**src/logic/dmp_pkg.sv**
```systemverilog
// package for the dual modulus prescaler: divisor constants and carrier types
// assumes a single 250 MHz clock domain; no registers reachable by software
package dmp_pkg;

  localparam int unsigned DMP_CNT_W = 8;
  localparam logic [DMP_CNT_W-1:0] DMP_DIV_LOW_PAIR = 8'h40;
  localparam logic [DMP_CNT_W-1:0] DMP_DIV_HIGH_PAIR = 8'h80;
  localparam logic [DMP_CNT_W-1:0] DMP_CNT_RST = 8'h00;
  localparam logic [DMP_CNT_W-1:0] DMP_CNT_ONE = 8'h01;

  // output polarity variant
  typedef enum logic [0:0] {
    DMP_EDGE_POS = 1'b0,
    DMP_EDGE_NEG = 1'b1
  } dmp_edge_t;

  // synchronised control inputs
  typedef struct packed {
    logic range_sel;
    logic mod_sel;
  } dmp_ctrl_t;

endpackage : dmp_pkg

```
**src/logic/dmp_prescaler.sv**
```systemverilog
// dual modulus prescaler: one output cycle every N clock cycles, N in 64/65/128/129
// assumes control inputs arrive asynchronously from synthesizer logic
`timescale 1ns/1ps
`default_nettype none

// Behaviour
// - range select high picks the 64/65 pair, low picks the 128/129 pair.
// - modulus select high divides by the small modulus, low by that modulus plus one.
// - the positive-edge variant starts each output period with a rising edge.
// - the negative-edge variant starts each output period with a falling edge.
module dmp_prescaler
  import dmp_pkg::*;
#(
  parameter dmp_edge_t EDGE_VARIANT = DMP_EDGE_POS
)
(
  input wire logic clk,
  input wire logic srst,
  input wire logic ratio_range_select,
  input wire logic modulus_select_in,
  output logic div_out,
  output logic period_start
);

  ////////////////////////////////////////////////////////////////////////////
  // synchronisers

  dmp_ctrl_t ctrl_meta;
  dmp_ctrl_t ctrl_sync;

  // first stage may go metastable; only the second stage is read by logic
  always_ff @(posedge clk)
  begin
    ctrl_meta <= '{range_sel: ratio_range_select, mod_sel: modulus_select_in};
  end

  // second stage: the only copy of the controls seen by the divider
  always_ff @(posedge clk)
  begin
    ctrl_sync <= ctrl_meta;
  end

  ////////////////////////////////////////////////////////////////////////////
  // divisor selection

  function automatic logic [DMP_CNT_W-1:0] divisor(input dmp_ctrl_t c);
    logic [DMP_CNT_W-1:0] base;
    base = c.range_sel ? DMP_DIV_LOW_PAIR : DMP_DIV_HIGH_PAIR;
    return c.mod_sel ? base : base + DMP_CNT_ONE;
  endfunction : divisor

  logic [DMP_CNT_W-1:0] cnt;
  logic [DMP_CNT_W-1:0] period_len;
  logic last_cycle;
  logic half_high;
  logic [DMP_CNT_W-1:0] half_len;

  assign last_cycle = (cnt == period_len - DMP_CNT_ONE);

  // latched at the period boundary so a late change cannot stretch the current cycle
  always_ff @(posedge clk)
  begin
    if (srst)
      period_len <= DMP_DIV_HIGH_PAIR + DMP_CNT_ONE;
    else if (last_cycle)
      period_len <= divisor(ctrl_sync);
  end

  always_ff @(posedge clk)
  begin
    if (srst)
      cnt <= DMP_CNT_RST;
    else if (last_cycle)
      cnt <= DMP_CNT_RST;
    else
      cnt <= cnt + DMP_CNT_ONE;
  end

  ////////////////////////////////////////////////////////////////////////////
  // output shaping

  // first half of the period active; odd moduli give the extra cycle to the inactive second half (low for the positive variant, high for the negative)
  // active half is the rounded-down half of the period
  assign half_len = {1'b0, period_len[DMP_CNT_W-1:1]};
  assign half_high = (cnt < half_len);

  always_ff @(posedge clk)
  begin
    if (srst)
      div_out <= (EDGE_VARIANT == DMP_EDGE_NEG);
    else if (EDGE_VARIANT == DMP_EDGE_POS)
      div_out <= half_high;
    else
      div_out <= ~half_high;
  end

  always_ff @(posedge clk)
  begin
    if (srst)
      period_start <= 1'b0;
    else
      period_start <= (cnt == DMP_CNT_RST);
  end
endmodule : dmp_prescaler

`default_nettype wire

```
**config.mk**
```make
export PLATFORM = sky130hd
export DESIGN_NAME = dmp_prescaler
export DESIGN_NICKNAME = d
export VERILOG_FILES = /design/src/logic/dmp_pkg.sv /design/src/logic/dmp_prescaler.sv
export SDC_FILE = /design/constraint.sdc
export NUM_CORES = 1
export LEC_CHECK = 0
export ABC_AREA = 1
export BUFFER_PORTS_ARGS = -buffer_cell sky130_fd_sc_hd__buf_2
export CAP_MARGIN = 0
export CORE_MARGIN = 3
export CORE_UTILIZATION = 56
export DETAILED_ROUTE_END_ITERATION = 16
export PLACE_DENSITY = 0.75
export SYNTH_ARGS = -nofsm -noshare
export SYNTH_HDL_FRONTEND = slang
export SYNTH_SLANG_ARGS = --single-unit
```
**constraint.sdc**
```tcl
create_clock -name clk -period 2 [get_ports clk]
set_clock_uncertainty 0.2 [all_clocks]
set_input_delay 0.2 -clock clk [delete_from_list [all_inputs] [get_ports clk]]
set_output_delay 0.2 -clock clk [all_outputs]
set_load 0.1 [all_outputs]
```
Word-level counts from Yosys, hierarchy flattened

Index checks and enable logic that the tools add are counted.

Flip-flop bits (word level): 22

Add/sub/neg operators: 3
Magnitude comparators: 1
Equality and inequality tests: 1
Mux-type cells: 2
Reduce and logical (&&, ||, !) cells: 2

Operators with widths:

| cell                | count |
|---|---|
| $add 8x1->8 const B | 2 |
| $mux 8              | 2 |
| $eq 8x8->1          | 1 |
| $logic_not 8->1     | 1 |
| $lt 8x7->1          | 1 |
| $sub 8x1->8 const B | 1 |
| $reduce_or 2->1     | 1 |

Longest topological paths before layout

Word-level depth: 3
Depth in mapped cells: 10

Worst setup path before layout

No wires, ideal clock.

Path type: reg-to-reg
Start point: register period_len[0]
End point: register cnt[0]
Arrival: 1.260 ns
Data required time: 1.680 ns
Setup slack: 0.420 ns
Stages on the path, launching flop included: 10
Buffers on the path: 0
Clock period less this slack: 1.580 ns
Path through: dfxtp_1 -> inv_2 -> ha_1 -> inv_1 -> nand2_1 -> nand2_1 -> a21oi_4 -> nand3_4 -> nand2_8 -> nor2_2

Longest elaborated chain between the ends: 3

RTL lines:

| element                   | line                | source |
|---|---|---|
| from (decl)               | dmp_prescaler.sv:53 | `logic [DMP_CNT_W-1:0] period_len;` |
| from (signal assigned)    | dmp_prescaler.sv:64 | `period_len <= DMP_DIV_HIGH_PAIR + DMP_CNT_ONE;` |
| from (signal assigned)    | dmp_prescaler.sv:66 | `period_len <= divisor(ctrl_sync);` |
| $sub 8x1->8               | dmp_prescaler.sv:58 | `assign last_cycle = (cnt == period_len - DMP_CNT_ONE);` |
| $eq 8x8->1                | dmp_prescaler.sv:58 |  |
| $reduce_or 2->1 (no line) | n/a                 |  |
| to (signal assigned)      | dmp_prescaler.sv:76 | `cnt <= cnt + DMP_CNT_ONE;` |
| to (decl)                 | dmp_prescaler.sv:52 | `logic [DMP_CNT_W-1:0] cnt;` |

Every way passes these cells.
A chain may end at the register's enable or synchronous reset.

Worst setup path in the final report

Start point: register period_len[0]
End point: register cnt[5]

The elaborated chain is that of the path after synthesis.

==> impl_metrics.ini <==
[routing]
drt-total-wl_um = 1490
ant_nets = 0
drc_errors = 0
dr.pass1.iters = 4
routedWlPerCell_um = 11.6
avgViaCountPerCell = 5.12
initialDrtViolationCount = 12
dr_total_vias = 660

[global_routing]
antenna_found_initial = 0
gr-usage-all-layers_pct = 18.0
grt_max_degree = 12
grt_pass1_vias = 602
grt_pass1_wl_um = 2520
overflow = 0

[place]
dp_hpwl_um = 1170
gp_congestion = 0.857
numPlacedInstances = 122
dpl-instance-area_um2 = 886
portBuffers = 5

[final_layout]
area_growth_pct = 12.3
fin_cells = 129
fin_area_um2 = 946
final_util_pct = 70.1
seq_area_um2 = 340
diodes = 0
multi_input_area_um2 = 442
final_nets = 123
final_layout_size_suffix_gt1_share_pct = 25.4
fillers = 111

[logic_synthesis]
yosysTopAreaCell = dfxtp_1
yosysMostFrequentCell = dfxtp_1
synth.distinct_cells = 22
synthArstFlopShare_pct = 0
synth_top_area_share_pct = 40.4
yosys_warnings = 0
synth_ff_type = dfxtp_1
synth_edf_count = 0
netlist_instances = 102
synth_commonest_cells = dfxtp_1 (17), nand2_1 (15), inv_1 (14), nand3_1 (13), nor2_1 (9)
netlist_area_um2 = 842
yosys-top-cells-area = dfxtp_1 (40%), nand3_1 (7.7%), nand2_1 (6.7%)
synth_nets = 110
yosysSeqAreaShare_pct = 40.4
postSynthAreaPerCell_um2 = 8.26
ys_seq_elements = 17

[clocking]
cts_hold_buf = 3
post-cts-setup-buffers = 0
clock_sinks = 17
clockRootBuffer = clkbuf_4
clkTransAtPathRegs_ns = 0.10
clockBufferDepth = 2
cts_htree_levels = 1
numCtsBuffers = 3
cts_tree = built
cts_resized = 0
clock_latency_ns = 0.30

[timing]
timing_hold_violations_final = 0
whs_ns = 0.137
fmax_ghz = 0.579
finalSetupTns_ns = 0
slew_headroom_pct = 68.0
drv_slew = 0
setup_viol = 0
final.min_clock_period_ns = 1.73
rsz0062_at_grt = false
worst_slew_pin_slew_ns = 0.483
finalCritPeriodShare_pct = 86.4

[die]
die_h_um = 44.8
pin_count = 6
dieWidth_um = 44.8
core_mm2 = 0.00135
start_util_pct = 62.4
rows = 13
die_area_mm2 = 0.00200

[setup_path]
cp_max_fo = 8
worstPathRequired_ns = 2.00
worstSetupPathType = register to register
endpoint_kind = register
start_kind = register
cp.arrival_ns = 1.73

[status]
status = finished, final reports clean

[flow_run]
maxCapViolations = 0

[pwr]
power_density_mw_per_mm2 = 671
irDropWorstVdd_mv = 0.548
leakagePower_nw = 0.451

[worst_hold_path]
holdCritPathClass = register to register
## flip-flops by register name (all words and copies together) (netlist names)
signal        flops
period_len        3
cnt               8
ctrl_meta         2
ctrl_sync         2
period_start      1
div_out           1
## worst max-delay path: stages, from the launching register on
cell	delay, ns
dfxtp_1	0.40
inv_2	0.08
ha_1	0.30
inv_1	0.05
nand2_1	0.06
nand2_1	0.09
a21oi_4	0.15
nand3_4	0.13
nand2_8	0.13
nor2_2	0.04
## cell type report
cell class / count / share of cell area [%]
clock inverter: 1 / 0.794
clock buffer: 3 / 2.38
multi-input combinational: 69 / 46.7
tap: 15 / 1.98
inverter: 16 / 6.35
timing repair buffer: 8 / 5.82
sequential: 17 / 36.0
## worst paths after layout
path                  from      endpoint  slack, ns  cells past startpoint
min reg2reg   ctrl_meta[1]  ctrl_sync[1]       0.14                      0
max          period_len[0]        cnt[5]       0.27                      9
max reg2reg  period_len[0]        cnt[5]       0.27                      9
min           ctrl_meta[1]  ctrl_sync[1]       0.14                      0
## cells in the final DEF, fill, tap and decap left out
cell,n
xor2_1,3
nor2_2,8
xnor2_1,2
nor2_1,9
o21a_1,1
o21ai_0,1
nand2_4,1
nand3_2,1
nor4_1,1
nand3_1,13
inv_2,2
nand2_1,15
inv_1,14
a21oi_2,1
a21oi_4,1
nor2_4,1
nand2_8,1
buf_2,5
a21oi_1,2
ha_1,4
dlygate4sd3_1,3
clkbuf_4,3
nand3_4,1
clkinvlp_4,1
nand2_2,3
dfxtp_1,17
## layer usage
| layer | vias up | share of wire (%) | GRT usage [%] |
|---|---|---|---|
| met5 | - | 0 | 0 |
| met4 | 0 | 1.3 | 7.02 |
| met3 | 4 | 4.9 | 7.17 |
| met2 | 13 | 48 | 29.5 |
| met1 | 301 | 46 | 21.1 |
| li1 | 342 | - | - |
## logic make-up (layout without fill, tap and decap cells)
group	Yosys count	after routing	synth area share (%)
AOI/OAI and AO/OA	6	6	5.65
xor gates and xnor gates	5	5	5.20
adders and majority gates	4	4	5.94
buffers and inverters	16	28	7.13
DFF	17	17	40.4
and+or+nand+nor	54	54	35.7
## report_power, final
part | internal (mW) | switching, mW
registers | 0.351 | 0.0111
logic | 0.0260 | 0.0543
clock network | 0.0763 | 0.116
total | 0.453 | 0.181
## stage by stage
stage / total power [mW] / setup slack (ns)
6_report: 0.634 / 0.271
5_1_grt: 0.663 / 0.172
4_1_cts: 0.646 / 0.275
3_5_place_dp: 0.446 / 0.291
3_3_place_gp: 0.445 / 0.369
2_1_floorplan: 0.430 / 0.420
No activity file was read; power rests on OpenSTA's default activity.
